### src/rtl/cpt_pkg.sv
// Constants and carriers for the compressed pop/move/table-jump executor.
// Assumes a 32-bit hart; one clock, synchronous reset.
package cpt_pkg;

  localparam int          XLEN         = 32;
  localparam int          XBYTES       = XLEN / 8;
  localparam logic [11:0] CSR_TJ_ADDR  = 12'h017;
  localparam int          TJ_MODE_W    = 6;
  localparam logic [5:0]  TJ_MODE_JT   = 6'h00;
  localparam logic [31:0] TJ_RESET     = 32'h0000_0000;
  localparam logic [4:0]  REG_RA       = 5'h01;
  localparam logic [4:0]  REG_SP       = 5'h02;
  localparam logic [4:0]  REG_A0       = 5'h0a;
  localparam logic [4:0]  REG_A1       = 5'h0b;
  localparam logic [3:0]  RLIST_MIN    = 4'h4;
  localparam logic [3:0]  RLIST_ALL    = 4'hf;
  localparam logic [3:0]  N_SLOTS      = 4'hd;
  localparam logic [3:0]  SLOT_RA      = 4'hc;
  localparam logic [7:0]  TJ_LINK_MIN  = 8'h20;
  localparam logic [31:0] C_INSN_LEN   = 32'h0000_0002;
  localparam logic [4:0]  CAUSE_IACC   = 5'h01;
  localparam logic [4:0]  CAUSE_ILL    = 5'h02;
  localparam logic [4:0]  CAUSE_LACC   = 5'h05;
  localparam logic [4:0]  CAUSE_IPAGE  = 5'h0c;
  localparam logic [4:0]  CAUSE_LPAGE  = 5'h0d;
  localparam logic [4:0]  CAUSE_VIRT   = 5'h16;

  typedef enum logic [1:0] {CPT_OP_POPRET, CPT_OP_MVSA, CPT_OP_MVAS, CPT_OP_TJ} cpt_op_t;
  typedef enum logic [1:0] {CPT_RES_OK, CPT_RES_ILL, CPT_RES_FAULT, CPT_RES_ABORT} cpt_res_t;

  typedef struct packed {
    cpt_op_t     op;
    logic [3:0]  rlist;
    logic [1:0]  spimm;
    logic [2:0]  sel1;
    logic [2:0]  sel2;
    logic [7:0]  index;
    logic [31:0] pc;
    logic [31:0] sp;
  } cpt_req_t;

  typedef struct packed {
    logic        valid;
    logic        fetch;
    logic        no_trig;
    logic [31:0] addr;
  } cpt_mem_t;

  typedef struct packed {
    logic        en;
    logic [4:0]  addr;
    logic [31:0] data;
  } cpt_wr_t;

endpackage

### src/rtl/cpt_exec.sv
// Executor for pop-return, pair moves and table jumps, with the table CSR.
// Assumes a combinational register-file read and a memory port holding
// each request until acknowledged.
// Functional notes
// RULE_01: list code 4 is ra only, each higher adds a saved reg; 15 all twelve.
// RULE_02: frame size is base size plus two-bit immediate times 16.
// RULE_03: 32-bit base sizes 16/32/48/64 for codes 4-7/8-11/12-14/15.
// RULE_04: 64-bit base sizes 16 to 112 in pairs of codes, 96 and 112 last.
// RULE_05: loads start at sp+frame-width, order x27..x18,x9,x8,x1, step down.
// RULE_06: restore loads may run again after a trap before completion.
// RULE_07: sp update and return happen together after clean loads only.
// RULE_08: args-to-saved move is illegal when both selectors are equal.
// RULE_09: a0 and a1 go into the two saved registers in one update.
// RULE_10: the two saved registers go into a0 and a1 in one update.
// RULE_11: selector maps to register 8-9 or 18-23 by its upper bits.
// RULE_12: on reduced base, pair moves with a selector above 1 are reserved.
// RULE_13: table has 256 word entries, base aligned to 64 bytes.
// RULE_14: table entries are read in current data endianness.
// RULE_15: linking table jump pushes the return stack like jal ra.
// RULE_16: entry fetch is an instruction fetch needing execute permission.
// RULE_17: entry fetch should be hidden from triggers and breakpoints.
// RULE_18: fetch fault reports the jump's pc, fault cause and fetch address.
// RULE_19: table CSR at 0x017, user read/write, aligned base plus mode.
// RULE_20: only mode zero exists; reserved mode makes table jumps reserved.
// RULE_21: cleared state-enable bit 2 traps lower-privilege CSR and jumps.
// RULE_22: index below 32 is plain jump, 32 and above the linking one.
// RULE_23: entry address is base plus index shifted by 2 or 3.
// RULE_24: linking jump writes ra; target has bit zero cleared.
`timescale 1ns/100ps
module cpt_exec
  import cpt_pkg::*;
(
  input  wire logic        clk,             // Core clock
  input  wire logic        rst_n,           // Sync reset
  input  wire logic        reduced_base,    // 16-register base
  input  wire logic        stateen_present, // State-enable present
  input  wire logic        stateen_tj_en,   // Controlling bit 2
  input  wire logic        lower_priv,      // Below controlling level
  input  wire logic        virt_mode,       // Virtualised level
  input  wire logic        data_big_endian, // Data endianness
  input  wire logic        intr_pending,    // Interrupt waiting
  input  wire logic        req_valid,       // Request strobe
  input  wire cpt_req_t    req,             // Decoded instruction
  output logic             req_ready,       // Idle
  output logic [4:0]       rf_rd_addr1,     // Read port 1
  output logic [4:0]       rf_rd_addr2,     // Read port 2
  input  wire logic [31:0] rf_rd_data1,     // Read data 1
  input  wire logic [31:0] rf_rd_data2,     // Read data 2
  output cpt_wr_t          rf_wr1,          // Write port 1
  output cpt_wr_t          rf_wr2,          // Write port 2
  output cpt_mem_t         mem_req,         // Memory request
  input  wire logic        mem_ack,         // Memory answer
  input  wire logic        mem_fault,       // Access failed
  input  wire logic        mem_fault_page,  // Failure is page fault
  input  wire logic [31:0] mem_rdata,       // Memory data
  output logic             redirect_valid,  // Jump strobe
  output logic [31:0]      redirect_pc,     // Jump target
  output logic             ras_push,        // Return stack push
  output logic             done,            // Completion pulse
  output cpt_res_t         result,          // Completion code
  output logic [31:0]      trap_pc,         // Trap pc value
  output logic [4:0]       trap_cause,      // Trap reason value
  output logic [31:0]      trap_val,        // Trap value
  input  wire logic        csr_valid,       // CSR access strobe
  input  wire logic        csr_we,          // CSR write
  input  wire logic [11:0] csr_addr,        // CSR address
  input  wire logic [31:0] csr_wdata,       // CSR write data
  output logic             csr_done,        // CSR answer pulse
  output logic             csr_illegal,     // CSR access trapped
  output logic [31:0]      csr_rdata        // CSR read data
);

  typedef enum logic [2:0] {ST_IDLE, ST_READ, ST_LOAD, ST_WAIT, ST_TJWAIT} cpt_state_t;

  //////////////////////////////////////////////////////////////////////////
  // Decoding helpers

  function automatic logic [4:0] sel_reg(input logic [2:0] s);
    sel_reg = {|s[2:1], ~|s[2:1], s}; // RULE_11
  endfunction

  function automatic logic [7:0] frame_base(input logic [3:0] r, input logic wide);
    if (wide) begin // RULE_04
      if (r <= 4'h5) frame_base = 8'h10;
      else if (r <= 4'h7) frame_base = 8'h20;
      else if (r <= 4'h9) frame_base = 8'h30;
      else if (r <= 4'hb) frame_base = 8'h40;
      else if (r <= 4'hd) frame_base = 8'h50;
      else if (r == 4'he) frame_base = 8'h60;
      else frame_base = 8'h70;
    end else begin // RULE_03
      if (r <= 4'h7) frame_base = 8'h10;
      else if (r <= 4'hb) frame_base = 8'h20;
      else if (r <= 4'he) frame_base = 8'h30;
      else frame_base = 8'h40;
    end
  endfunction

  function automatic logic [4:0] slot_reg(input logic [3:0] j);
    if (j < 4'ha) slot_reg = 5'(5'd27 - {1'b0, j}); // RULE_05
    else if (j == 4'ha) slot_reg = 5'd9;
    else if (j == 4'hb) slot_reg = 5'd8;
    else slot_reg = REG_RA;
  endfunction

  function automatic logic slot_on(input logic [3:0] j, input logic [3:0] r);
    logic [3:0] n;
    logic [3:0] sidx;
    n = (r == RLIST_ALL) ? 4'hc : 4'(r - RLIST_MIN); // RULE_01
    sidx = (j < 4'ha) ? 4'(4'hb - j) : 4'(4'hb - j);
    slot_on = (j == SLOT_RA) || (sidx < n);
  endfunction

  //////////////////////////////////////////////////////////////////////////
  // Registers

  cpt_state_t  state_r;
  cpt_req_t    req_r;
  logic [7:0]  adj_r;
  logic [3:0]  slot_r;
  logic [31:0] addr_r;
  logic [31:0] ra_r;
  logic [4:0]  dst1_r;
  logic [4:0]  dst2_r;
  logic [25:0] tj_base_r;
  logic [5:0]  tj_mode_r;

  logic [7:0]  adj_w;
  logic        tj_gated_w;
  logic        mv_bad_w;
  logic [31:0] entry_w;

  assign adj_w      = 8'(frame_base(req.rlist, XLEN == 64) + {2'b00, req.spimm, 4'h0}); // RULE_02
  assign tj_gated_w = stateen_present && lower_priv && !stateen_tj_en; // RULE_21
  assign mv_bad_w   = ((req.op == CPT_OP_MVSA) && (req.sel1 == req.sel2)) // RULE_08
                   || (reduced_base && ((req.sel1 > 3'h1) || (req.sel2 > 3'h1))); // RULE_12
  assign entry_w    = data_big_endian ? {mem_rdata[7:0], mem_rdata[15:8], mem_rdata[23:16], mem_rdata[31:24]} // RULE_14
                                      : mem_rdata;

  //////////////////////////////////////////////////////////////////////////
  // Sequencer

  always_ff @(posedge clk) begin
    if (!rst_n) begin
      state_r        <= ST_IDLE;
      req_r          <= '0;
      adj_r          <= 8'h00;
      slot_r         <= 4'h0;
      addr_r         <= 32'h0;
      ra_r           <= 32'h0;
      dst1_r         <= 5'h00;
      dst2_r         <= 5'h00;
      req_ready      <= 1'b0;
      rf_rd_addr1    <= 5'h00;
      rf_rd_addr2    <= 5'h00;
      rf_wr1         <= '0;
      rf_wr2         <= '0;
      mem_req        <= '0;
      redirect_valid <= 1'b0;
      redirect_pc    <= 32'h0;
      ras_push       <= 1'b0;
      done           <= 1'b0;
      result         <= CPT_RES_OK;
      trap_pc        <= 32'h0;
      trap_cause     <= 5'h00;
      trap_val       <= 32'h0;
    end else begin
      done           <= 1'b0;
      redirect_valid <= 1'b0;
      ras_push       <= 1'b0;
      rf_wr1.en      <= 1'b0;
      rf_wr2.en      <= 1'b0;
      unique case (state_r)
        ST_IDLE: begin
          req_ready <= 1'b1;
          if (req_valid && req_ready) begin
            req_ready <= 1'b0;
            req_r     <= req;
            trap_pc   <= req.pc;
            trap_val  <= 32'h0;
            unique case (req.op)
              CPT_OP_POPRET: begin
                if (req.rlist < RLIST_MIN) begin // RULE_01
                  done       <= 1'b1;
                  result     <= CPT_RES_ILL;
                  trap_cause <= CAUSE_ILL;
                  state_r    <= ST_IDLE;
                end else begin
                  adj_r   <= adj_w;
                  addr_r  <= 32'(req.sp + {24'h0, adj_w} - XBYTES); // RULE_05
                  slot_r  <= 4'h0;
                  state_r <= ST_LOAD;
                end
              end
              CPT_OP_MVSA, CPT_OP_MVAS: begin
                if (mv_bad_w) begin
                  done       <= 1'b1;
                  result     <= CPT_RES_ILL;
                  trap_cause <= CAUSE_ILL;
                  state_r    <= ST_IDLE;
                end else begin
                  if (req.op == CPT_OP_MVSA) begin
                    rf_rd_addr1 <= REG_A0; // RULE_09
                    rf_rd_addr2 <= REG_A1;
                    dst1_r      <= sel_reg(req.sel1);
                    dst2_r      <= sel_reg(req.sel2);
                  end else begin
                    rf_rd_addr1 <= sel_reg(req.sel1); // RULE_10
                    rf_rd_addr2 <= sel_reg(req.sel2);
                    dst1_r      <= REG_A0;
                    dst2_r      <= REG_A1;
                  end
                  state_r <= ST_READ;
                end
              end
              CPT_OP_TJ: begin
                if (tj_gated_w || (tj_mode_r != TJ_MODE_JT)) begin // RULE_20 RULE_21
                  done       <= 1'b1;
                  result     <= CPT_RES_ILL;
                  trap_cause <= (tj_gated_w && virt_mode) ? CAUSE_VIRT : CAUSE_ILL;
                  state_r    <= ST_IDLE;
                end else begin
                  mem_req.valid   <= 1'b1;
                  mem_req.fetch   <= 1'b1; // RULE_16
                  mem_req.no_trig <= 1'b1; // RULE_17
                  mem_req.addr    <= {tj_base_r, 6'h00} + {22'h0, req.index, 2'b00}; // RULE_13 RULE_23
                  state_r         <= ST_TJWAIT;
                end
              end
            endcase
          end
        end
        ST_READ: begin
          rf_wr1  <= '{en: 1'b1, addr: dst1_r, data: rf_rd_data1}; // RULE_09 RULE_10
          rf_wr2  <= '{en: 1'b1, addr: dst2_r, data: rf_rd_data2};
          done    <= 1'b1;
          result  <= CPT_RES_OK;
          state_r <= ST_IDLE;
        end
        ST_LOAD: begin
          if (intr_pending) begin // RULE_06
            done    <= 1'b1;
            result  <= CPT_RES_ABORT;
            state_r <= ST_IDLE;
          end else if (slot_r == N_SLOTS) begin
            rf_wr1         <= '{en: 1'b1, addr: REG_SP, data: 32'(req_r.sp + {24'h0, adj_r})}; // RULE_07
            redirect_valid <= 1'b1;
            redirect_pc    <= {ra_r[31:1], 1'b0};
            done           <= 1'b1;
            result         <= CPT_RES_OK;
            state_r        <= ST_IDLE;
          end else if (slot_on(slot_r, req_r.rlist)) begin
            mem_req <= '{valid: 1'b1, fetch: 1'b0, no_trig: 1'b0, addr: addr_r};
            state_r <= ST_WAIT;
          end else begin
            slot_r <= 4'(slot_r + 4'h1);
          end
        end
        ST_WAIT: begin
          if (mem_ack) begin
            mem_req.valid <= 1'b0;
            if (mem_fault) begin
              done       <= 1'b1;
              result     <= CPT_RES_FAULT;
              trap_cause <= mem_fault_page ? CAUSE_LPAGE : CAUSE_LACC;
              trap_val   <= mem_req.addr;
              state_r    <= ST_IDLE;
            end else begin
              rf_wr1 <= '{en: 1'b1, addr: slot_reg(slot_r), data: mem_rdata};
              if (slot_r == SLOT_RA) ra_r <= mem_rdata;
              addr_r  <= 32'(addr_r - XBYTES); // RULE_05
              slot_r  <= 4'(slot_r + 4'h1);
              state_r <= ST_LOAD;
            end
          end
        end
        ST_TJWAIT: begin
          if (mem_ack) begin
            mem_req.valid <= 1'b0;
            done          <= 1'b1;
            state_r       <= ST_IDLE;
            if (mem_fault) begin // RULE_18
              result     <= CPT_RES_FAULT;
              trap_cause <= mem_fault_page ? CAUSE_IPAGE : CAUSE_IACC;
              trap_val   <= mem_req.addr;
            end else begin
              result         <= CPT_RES_OK;
              redirect_valid <= 1'b1;
              redirect_pc    <= {entry_w[31:1], 1'b0}; // RULE_24
              if (req_r.index >= TJ_LINK_MIN) begin // RULE_22
                rf_wr1   <= '{en: 1'b1, addr: REG_RA, data: 32'(req_r.pc + C_INSN_LEN)}; // RULE_24
                ras_push <= 1'b1; // RULE_15
              end
            end
          end
        end
      endcase
    end
  end

  //////////////////////////////////////////////////////////////////////////
  // Table CSR

  always_ff @(posedge clk) begin
    if (!rst_n) begin
      tj_base_r   <= TJ_RESET[31:6];
      tj_mode_r   <= TJ_RESET[5:0];
      csr_done    <= 1'b0;
      csr_illegal <= 1'b0;
      csr_rdata   <= 32'h0;
    end else begin
      csr_done    <= 1'b0;
      csr_illegal <= 1'b0;
      if (csr_valid && (csr_addr == CSR_TJ_ADDR)) begin // RULE_19
        csr_done <= 1'b1;
        if (tj_gated_w) begin // RULE_21
          csr_illegal <= 1'b1;
          csr_rdata   <= 32'h0;
        end else begin
          csr_rdata <= {tj_base_r, tj_mode_r};
          if (csr_we) begin
            tj_base_r <= csr_wdata[31:6]; // RULE_13
            if (csr_wdata[TJ_MODE_W-1:0] == TJ_MODE_JT) tj_mode_r <= TJ_MODE_JT; // RULE_20
          end
        end
      end
    end
  end

endmodule // cpt_exec

### config.mk
export PLATFORM = sky130hd
export DESIGN_NAME = cpt_exec
export DESIGN_NICKNAME = d
export VERILOG_FILES = /design/src/rtl/cpt_pkg.sv /design/src/rtl/cpt_exec.sv
export SDC_FILE = /design/constraint.sdc
export NUM_CORES = 1
export LEC_CHECK = 0
export BUFFER_PORTS_ARGS = -buffer_cell sky130_fd_sc_hd__buf_2
export CORE_ASPECT_RATIO = 0.75
export CORE_MARGIN = 4
export CORE_UTILIZATION = 51
export CTS_CLUSTER_DIAMETER = 100
export CTS_CLUSTER_SIZE = 25
export DETAILED_ROUTE_END_ITERATION = 10
export GPL_ROUTABILITY_DRIVEN = 0
export PLACE_DENSITY_LB_ADDON = 0.1
export SETUP_SLACK_MARGIN = 0.4
export SLEW_MARGIN = 20
export SYNTH_ARGS = -nofsm -noshare
export SYNTH_HDL_FRONTEND = slang
export SYNTH_SLANG_ARGS = --single-unit
### constraint.sdc
create_clock -name clk -period 4.7 [get_ports clk]
set_input_delay 0.94 -clock clk [delete_from_list [all_inputs] [get_ports clk]]
set_output_delay 0.94 -clock clk [all_outputs]
set_load 0.01 [all_outputs]
---- Word-level counts from Yosys, hierarchy flattened ----
Index checks and enable logic that the tools add are counted.
word-level totals
  flip-flop bits (word level) ............. 421
  output and inout port bits .............. 262
  word-level logic and storage cells ...... 254
  input bits .............................. 241
cells by class
  equal/unequal tests ..................... 38
  muxes and demuxes ....................... 110
  $lt $le $gt $ge ......................... 9
  reductions and logical operators ........ 44
  bitwise gates (word level) .............. 7
  add/subtract/negate cells ............... 11
operators by type and width
  cell                                                                   count
  32-bit 2-to-1 mux                                                      14
  38-bit 2-to-1 mux                                                      8
  35-bit 2-to-1 mux                                                      6
  32-bit one-hot mux with 2 select lines                                 3
  38-bit one-hot mux with 4 select lines                                 1
  5-bit 2-to-1 mux                                                       14
  34-bit one-hot mux with 2 select lines                                 1
  32-bit by 8-bit adder with 32-bit output                               2
  32-bit by 3-bit subtractor with 32-bit output (second input constant)  2
  4-bit 2-to-1 mux                                                       13
  32-bit by 10-bit adder with 32-bit output                              1
  32-bit by 2-bit adder with 32-bit output (second input constant)       1
  2-bit inequality test (second input constant)                          15
  5-bit one-hot mux with 3 select lines                                  2
  2-bit 2-to-1 mux                                                       12
  8-bit AND reduction                                                    3
  3-bit 2-to-1 mux                                                       7
  7-bit 2-to-1 mux                                                       3
  4-bit == test (second input constant)                                  5
  4-bit AND reduction                                                    5
  9-bit AND reduction                                                    2
  1-bit 2-to-1 mux                                                       17
  3-bit one-hot mux with 5 select lines                                  1
  12-bit by 5-bit == test with 1-bit output (second input constant)      1
  44 further kinds                                                       80

---- Longest topological paths before layout ----
Gate-level depths: netlist of run 1.
  depth after elaboration ................. 11
  mapped depth ............................ 17
  mapped depth without buffers ............ 17

---- Least setup slack after synthesis of run 1 ----
Ideal clock, no wire load.
  kind .................................... in2reg
  start point ............................. in req[82] (netlist name)
  end point ............................... reg addr_r[27]
  setup slack ............................. 372 ps
  stages on the path ...................... 15
  data required time ...................... 4565 ps
  setup time .............................. 135 ps
  arrival time ............................ 4193 ps
  buffers on the path ..................... 0
  cell sequence ........................... nand4_1 > and2_1 > fa_1 > inv_1 > ha_1 > inv_1 > ha_1 > a211oi_1 > o21a_1 > a21oi_1 > o311a_1 > o31ai_1 > o21ai_0 > o311ai_0 > a31oi_1
between the ends
  cells in the longest elaborated chain, start to end .. 11
  elaborated cells between the ends (all ways) .. 16
  classes of those cells .................. add/sub (3); order compare (4); eq/ne (1); mux (7); reduce/logical (1)
RTL lines
  what                                             RTL line         text
  from (decl)                                      cpt_exec.sv:43   input wire cpt_req_t req,
  4-bit <= comparator                              cpt_exec.sv:94   else if (r <= 4'he) frame_base = 8'h30;
  7-bit 2-to-1 mux                                 cpt_exec.sv:94
  7-bit 2-to-1 mux                                 cpt_exec.sv:93   else if (r <= 4'hb) frame_base = 8'h20;
  7-bit 2-to-1 mux *                               cpt_exec.sv:92   if (r <= 4'h7) frame_base = 8'h10;
  8-bit by 6-bit adder with 8-bit output *         cpt_exec.sv:133  assign adj_w = 8'(frame_base(req.rlist, XLEN == 64) + {2'b00, req.spimm, 4'h0});
  via adj_w[5]                                     cpt_exec.sv:128  logic [7:0] adj_w;
  32-bit by 8-bit adder with 32-bit output *       cpt_exec.sv:190  addr_r <= 32'(req.sp + {24'h0, adj_w} - XBYTES);
  32-bit by 3-bit subtractor with 32-bit output *  cpt_exec.sv:190
  32-bit 2-to-1 mux *                              cpt_exec.sv:183  if (req.rlist < RLIST_MIN) begin
  32-bit 2-to-1 mux *                              cpt_exec.sv:181  unique case (req.op)
  32-bit 2-to-1 mux *                              cpt_exec.sv:176  if (req_valid && req_ready) begin
  32-bit one-hot mux with 2 select lines *         cpt_exec.sv:173  unique case (state_r)
  to (signal assigned)                             cpt_exec.sv:190
  to (signal assigned)                             cpt_exec.sv:271  addr_r <= 32'(addr_r - XBYTES);
  to (decl)                                        cpt_exec.sv:121  logic [31:0] addr_r;
Mark *: on every way through the listed nets, which the timed path passes. The rest lies on a longest branch. The select of a mux whose other input is x is not followed.
A chain may end at the register's enable or synchronous reset.

---- Worst setup path after layout of run 1 ----
Ends and elaborated chain as after synthesis.

==> results of run 1 <==
## critical path: stages
cell and delay [ps]:
buf_2 190, nand4_1 170, and2_1 230, fa_1 520, inv_1 50, ha_1 260
inv_1 40, ha_1 300, a211oi_1 270, o21a_1 240, a21oi_1 130, o311a_1 400
o31ai_2 230, o21ai_0 140, o311ai_0 300, a31oi_1 70
## through the flow
step                utilization  area (sq um)
finish                    0.601         23200
global route              0.601         23200
CTS                       0.600         23200
detailed placement        0.585         22600
global placement          0.585         22600
floorplan                     -         20100
## final cells by class
class,count,area (sq um),share of cell area
antenna,10,25.0,0.00108
clock buffer,21,526,0.0226
clock inverter,2,50.0,0.00216
inverter,72,278,0.0120
multi-input combinational,1915,10900,0.469
sequential,403,8070,0.348
tap,512,641,0.0276
timing repair buffer,525,2730,0.118
## sequential cells by signal, indices dropped and copies added (netlist names), 5 cells and up
signal,flops
rf_wr1,38
req_r,71
rf_wr2,38
csr_rdata,26
mem_req,34
trap_cause,5
tj_base_r,26
addr_r,32
dst2_r,5
rf_rd_addr2,5
ra_r,31
dst1_r,5
trap_val,32
redirect_pc,31
rf_rd_addr1,5
## Yosys cell counts, drive strengths merged (5+ instances only)
| cell | n | area share |
|---|---|---|
| nand2 | 603 | 0.11 |
| dfxtp | 403 | 0.40 |
| a21oi | 355 | 0.088 |
| clkbuf | 163 | 0.030 |
| nor2 | 121 | 0.023 |
| nand3 | 88 | 0.022 |
| o21ai | 84 | 0.021 |
| inv | 72 | 0.013 |
| ha | 57 | 0.035 |
| o211ai | 54 | 0.020 |
| buf | 52 | 0.018 |
| xnor2 | 50 | 0.022 |
| xor2 | 48 | 0.021 |
| nor3 | 43 | 0.011 |
| mux2i | 35 | 0.017 |
| a222oi | 32 | 0.016 |
| a31oi | 30 | 0.0093 |
| nand4 | 29 | 0.0090 |
| a22o | 27 | 0.012 |
| a21o | 18 | 0.0067 |
| or3 | 17 | 0.0055 |
| and3 | 16 | 0.0050 |
| and2 | 15 | 0.0047 |
| a211oi | 14 | 0.0055 |
| a22oi | 12 | 0.0045 |
| nand2b | 11 | 0.0034 |
| o21a | 11 | 0.0041 |
| o221ai | 10 | 0.0044 |
| nor2b | 9 | 0.0028 |
| nor4 | 9 | 0.0028 |
| o211a | 9 | 0.0045 |
| o31ai | 7 | 0.0026 |
| or4 | 7 | 0.0032 |
| a41oi | 6 | 0.0026 |
| and4 | 6 | 0.0026 |
| nor3b | 6 | 0.0022 |
| o22ai | 6 | 0.0019 |
| or2 | 6 | 0.0019 |
| a221oi | 5 | 0.0022 |
| a311oi | 5 | 0.0022 |
| nand3b | 5 | 0.0019 |
## logic make-up after synthesis
kind of cell,synth area share
adders and majority gates,0.0394
other,0.000186
AOI/OAI and AO/OA,0.220
and+or+nand+nor,0.217
xor gates and xnor gates,0.0427
DFF,0.401
muxes,0.0185
buffers and inverters,0.0614
## worst max path at each step
stage	end	slack, ps
finish	addr_r[27]$_SDFFE_PN0P_	650
global route	addr_r[27]$_SDFFE_PN0P_	430
CTS	addr_r[27]$_SDFFE_PN0P_	680
detailed placement	addr_r[27]$_SDFFE_PN0P_	100
global placement	addr_r[27]$_SDFFE_PN0P_	190
floorplan	addr_r[27]$_SDFFE_PN0P_	460
## routing by layer
| layer | global-route usage | vias up | part of all wire |
|---|---|---|---|
| li1 | - | 9722 | - |
| met1 | 0.436 | 9635 | 0.43 |
| met2 | 0.460 | 876 | 0.44 |
| met3 | 0.0722 | 105 | 0.10 |
| met4 | 0.0710 | 10 | 0.022 |
| met5 | 0 | - | 0.00085 |
## where the power goes
| part | switching, mW | internal [mW] |
|---|---|---|
| clock network | 1.14 | 0.871 |
| logic | 1.43 | 0.763 |
| registers | 0.230 | 3.66 |
==> metrics.cfg, run 1 <==
[placed_design]
numPortBuffers=489
dpl.hpwl_mm=52.2
dp.cells=3427
preCtsSetupSlack_ps=103

[finish]
nets=3239
final_cell_mix=nand2_1, buf_2, dfxtp_1
fin_cells=3460
areaGrowthSynthToFinish_pct=15.4
mostFrequentLayoutCell=nand2_1
fillers=3651
drive_above_1_share=0.199

[critical_path]
crit_start=req[82]
arrival_ps=4480
required_ps=5130
crit_type=in -> reg
worstReg2RegEnd=rf_wr1[13]$_SDFFE_PN0P_
start_kind=input pin
reg2reg_slack_ps=1450
critPathMaxFanout=5
r2r.worst_path.cells=9
setup.worst_path.end_class=flip-flop
rr_startpoint=state_r[1]$_SDFFE_PN0P_

[synthesis]
synth_edf_count=0
async_reset_ff_frac=0
syn_area_per_cell_sq_um=7.74
synth_flop_cell=dfxtp_1
synth_seq_area_share=0.401
postSynthCellCount=2599
synth_seq_cells=403
synth_cell_type_count=69
synth_area_sq_um=20100
ys_warn_count=0

[clock_tree]
clock-sinks=403
cts_resized=0
cts_setup_buffers=0
max-clock-path-buffers=3
cts_max_level=1
cts-root-buf=clkbuf_16
ctsHoldBuffers=0
clk_pin_slew_ps=100
clk_latency_ps=550
cts_tree=done
numCtsBuffers=20

[die]
dieArea_sq_um=42700
die_y_um=180
rows=62
pin_count=503
die_w_um=237
coreArea_sq_um=38600
initial_core_util=0.521

[power]
power.density_nw_per_um2=349
p_total_mw=8.10
p_leak_nw=9.72
ir_worst_vdd_uv=245

[sta]
final.period_utilization=0.862
fmax_ghz=0.247
setup_tns_ps=0
setup_violations=0
skew_ps=25.3
rsz0062_at_grt=false
finalMaxSlewViolations=0
worst_pin_slew_ps=1100
setup_ws_ps=651
holdWs_ps=457
max_slew_margin=0.266
hold_viol_final=0
final.min_clock_period_ps=4050

[detailed_routing]
post_drt_via_cell_ratio=5.88
via_count=20300
post-route-drc-count=0
drt_pass1_iterations=9
routed_wl_mm=69.5
drt_iter0_drc=2141
postRouteAntennaNets=0
wire_per_inst_um=20.1

[global_route]
grt_max_degree=154
grt-ovfl-total=0
antenna_found_initial=15
track_usage=0.302
grt_pass1_vias=18300
grt_pass1_wl_mm=105

[min_path]
min_delay_path_depth=2
hold_end=trap_val[25]$_SDFFE_PN0P_
hold_path_class=reg -> reg
min-delay-start=trap_val[25]$_SDFFE_PN0P_

[run_status]
status=completed

[job]
drv_cap=0

No activity file was read; power rests on OpenSTA's default activity.
==> run 2: changes to the inputs <==
--- a/config.mk
+++ b/config.mk
@@ -8,7 +8,7 @@
 export BUFFER_PORTS_ARGS = -buffer_cell sky130_fd_sc_hd__buf_2
 export CORE_ASPECT_RATIO = 0.75
 export CORE_MARGIN = 4
-export CORE_UTILIZATION = 51
+export CORE_UTILIZATION = 30
 export CTS_CLUSTER_DIAMETER = 100
 export CTS_CLUSTER_SIZE = 25
 export DETAILED_ROUTE_END_ITERATION = 10
==> run 2 against run 1 <==
Compared with the run above:
- first-iteration DRC count shrank 12%
- highest routed layer unchanged
- via count decreased by 1.1%
- sequential cell count stayed put
- sequential power barely moved
- final area increased by 2.4%
- critical endpoint unchanged
- die area grew 67%
- final cell count is 11% higher
==> metrics.cfg, run 2 (same netlist as run 1, synthesis figures left out) <==
[global_route]
antenna_found_initial=22  ; was 15
grt_pass1_vias=18900  ; was 18300
grt_pass1_wl_mm=119  ; was 105 mm
grt_max_degree=89  ; was 154
track_usage=0.215  ; was 0.302
grt-ovfl-total=0  ; unchanged

[power]
internal_power_mw=5.33  ; was 5.29 mW
p_sw_mw=2.95  ; was 2.80 mW
switching_share=0.356  ; was 0.346
p_leak_nw=9.78  ; was 9.72 nW
power.density_nw_per_um2=348  ; was 349 nW/um^2
p_comb_frac=0.271  ; about the same
seqPwrFrac=0.471  ; was 0.481
clkPwrFrac=0.258  ; was 0.248
ir_worst_vdd_uv=171  ; was 245 uV
p_total_mw=8.28  ; was 8.10 mW

[critical_path]
required_ps=5150  ; was 5130 ps
setup.worst_path.end_class=flip-flop  ; unchanged
crit_type=in -> reg  ; unchanged
critPathMaxFanout=5  ; unchanged
critical-path-slowest-cell=fa_1  ; unchanged
path_cells=buf_2 -> nand4_1 -> and2_1 -> fa_1 -> inv_1 -> ha_1 -> inv_1 -> ha_1 -> a211oi_1 -> o21a_1 -> a21oi_2 -> o311a_1 -> o31ai_4 -> o21ai_0 -> o311ai_0 -> a31oi_1  ; was buf_2 -> nand4_1 -> and2_1 -> fa_1 -> inv_1 -> ha_1 -> inv_1 -> ha_1 -> a211oi_1 -> o21a_1 -> a21oi_1 -> o311a_1 -> o31ai_2 -> o21ai_0 -> o311ai_0 -> a31oi_1
start_kind=input pin  ; unchanged
cpPeakStageDelay_ps=570  ; was 520 ps
arrival_ps=4600  ; was 4480 ps

[finish]
drive_above_1_share=0.203  ; was 0.199
fin_cells=3832  ; was 3460
multi_input_area_sq_um=10900  ; about the same
final_cell_mix=nand2_1, buf_2, dfxtp_1  ; unchanged
seq_area_sq_um=8070  ; unchanged
design_area_sq_um=23800  ; was 23200 sq um
largest-register=req_r  ; unchanged
reg_top3=req_r (71), rf_wr1 (38), rf_wr2 (38)  ; unchanged
nets=3249  ; was 3239
fillers=7026  ; was 3651
areaGrowthSynthToFinish_pct=18.1  ; was 15.4%
mostFrequentLayoutCell=nand2_1  ; unchanged
largest_reg_flops=71  ; unchanged

[detailed_routing]
wire_per_inst_um=21.1  ; was 20.1 um
drt_pass1_iterations=8  ; was 9
post_drt_via_cell_ratio=5.25  ; was 5.88
drt_iter0_drc=1887  ; was 2141
via_count=20100  ; was 20300
post-route-drc-count=0  ; unchanged
routed_wl_mm=80.9  ; was 69.5 mm
postRouteAntennaNets=0  ; unchanged

[clock_tree]
max-clock-path-buffers=3  ; unchanged
clk_pin_slew_ps=100  ; about the same
cts_setup_buffers=0  ; unchanged
cts_tree=done  ; unchanged
clock-sinks=403  ; unchanged
numCtsBuffers=21  ; was 20
clk_latency_ps=570  ; was 550 ps
cts_max_level=1  ; unchanged
ctsHoldBuffers=0  ; unchanged
cts-root-buf=clkbuf_16  ; unchanged

[die]
rows=81  ; was 62
coreArea_sq_um=65800  ; was 38600 sq um
die_w_um=307  ; was 237 um
pin_count=503  ; unchanged
die_y_um=232  ; was 180 um
dieArea_sq_um=71300  ; was 42700 sq um
initial_core_util=0.306  ; was 0.521

[placed_design]
dp.cells=3795  ; was 3427
numPortBuffers=489  ; unchanged
preCtsSetupSlack_ps=-61.9  ; was 103 ps
postPlaceCellArea_sq_um=23100  ; was 22600 sq um
dpl.hpwl_mm=61.2  ; was 52.2 mm

[sta]
holdWs_ps=455  ; was 457 ps
final.period_utilization=0.883  ; was 0.862
fmax_ghz=0.241  ; was 0.247 GHz
rsz0062_at_grt=false  ; unchanged
worst_pin_slew_ps=1030  ; was 1100 ps
final.min_clock_period_ps=4150  ; was 4050 ps
skew_ps=19.3  ; was 25.3 ps
setup_ws_ps=548  ; was 651 ps
setup_violations=0  ; unchanged
hold_viol_final=0  ; unchanged
finalMaxSlewViolations=0  ; unchanged
max_slew_margin=0.312  ; was 0.266

[run_status]
status=completed  ; unchanged

[job]
drv_cap=0  ; unchanged

[min_path]
hold_path_class=reg -> reg  ; unchanged

==> run 2: metrics by stage <==
stage | util | setup TNS (ps)
final | 0.361 | 0
after CTS | 0.361 | 0
after detailed placement | 0.351 | -77.0
after global routing | 0.361 | 0
after floorplan | - | 0
after global placement | 0.351 | 0
==> run 2: area by class of cell <==
cell class,instances,share of cell area
antenna,10,0.00105
clock buffer,21,0.0221
clock inverter,6,0.00358
inverter,72,0.0117
multi-input combinational,1915,0.459
sequential,403,0.339
tap,871,0.0459
timing repair buffer,534,0.117
==> run 2: worst paths after layout <==
kind                                     from                           to  slack [ps]  cells after the start
hold / removal    redirect_pc[7]$_SDFFE_PN0P_  redirect_pc[7]$_SDFFE_PN0P_         460                      2
setup / recovery                      req[82]      addr_r[27]$_SDFFE_PN0P_         550                     16
setup reg to reg      state_r[1]$_SDFFE_PN0P_     mem_req[33]$_SDFFE_PN0P_        1490                      8
hold reg to reg   redirect_pc[7]$_SDFFE_PN0P_  redirect_pc[7]$_SDFFE_PN0P_         460                      2
==> run 2: what timing repair did <==
| item | in CTS | in global routing |
|---|---|---|
| resized for setup | 0 | 2 |
| hold endpoints to repair | 0 | 0 |
| setup endpoints to repair | 0 | 3 |
==> run 2: routing by layer <==
metal / routed length [um] / vias up / GRT usage
li1: - / 9726 / -
met4: 1520 / 12 / 0.0401
met2: 36100 / 593 / 0.338
met3: 6130 / 86 / 0.0464
met5: 80 / - / 0
met1: 37100 / 9711 / 0.306
==> run 2: power groups by stage <==
stage | Sequential [mW] | Clock [mW] | Combinational [mW]
3_3_place_gp | 3.97 | 0 | 2.22
6_report | 3.90 | 2.14 | 2.24
5_1_grt | 3.93 | 2.33 | 2.48
3_5_place_dp | 3.98 | 0 | 2.24
4_1_cts | 3.90 | 2.22 | 2.25
2_1_floorplan | 3.96 | 0 | 1.40
==> run 2: worst max-delay path, delay by kind of cell <==
family	cells	cell delay [ps]
simple gates	2	470
fa+ha+maj	3	1120
buf+inv	3	220
compound gates	8	1830
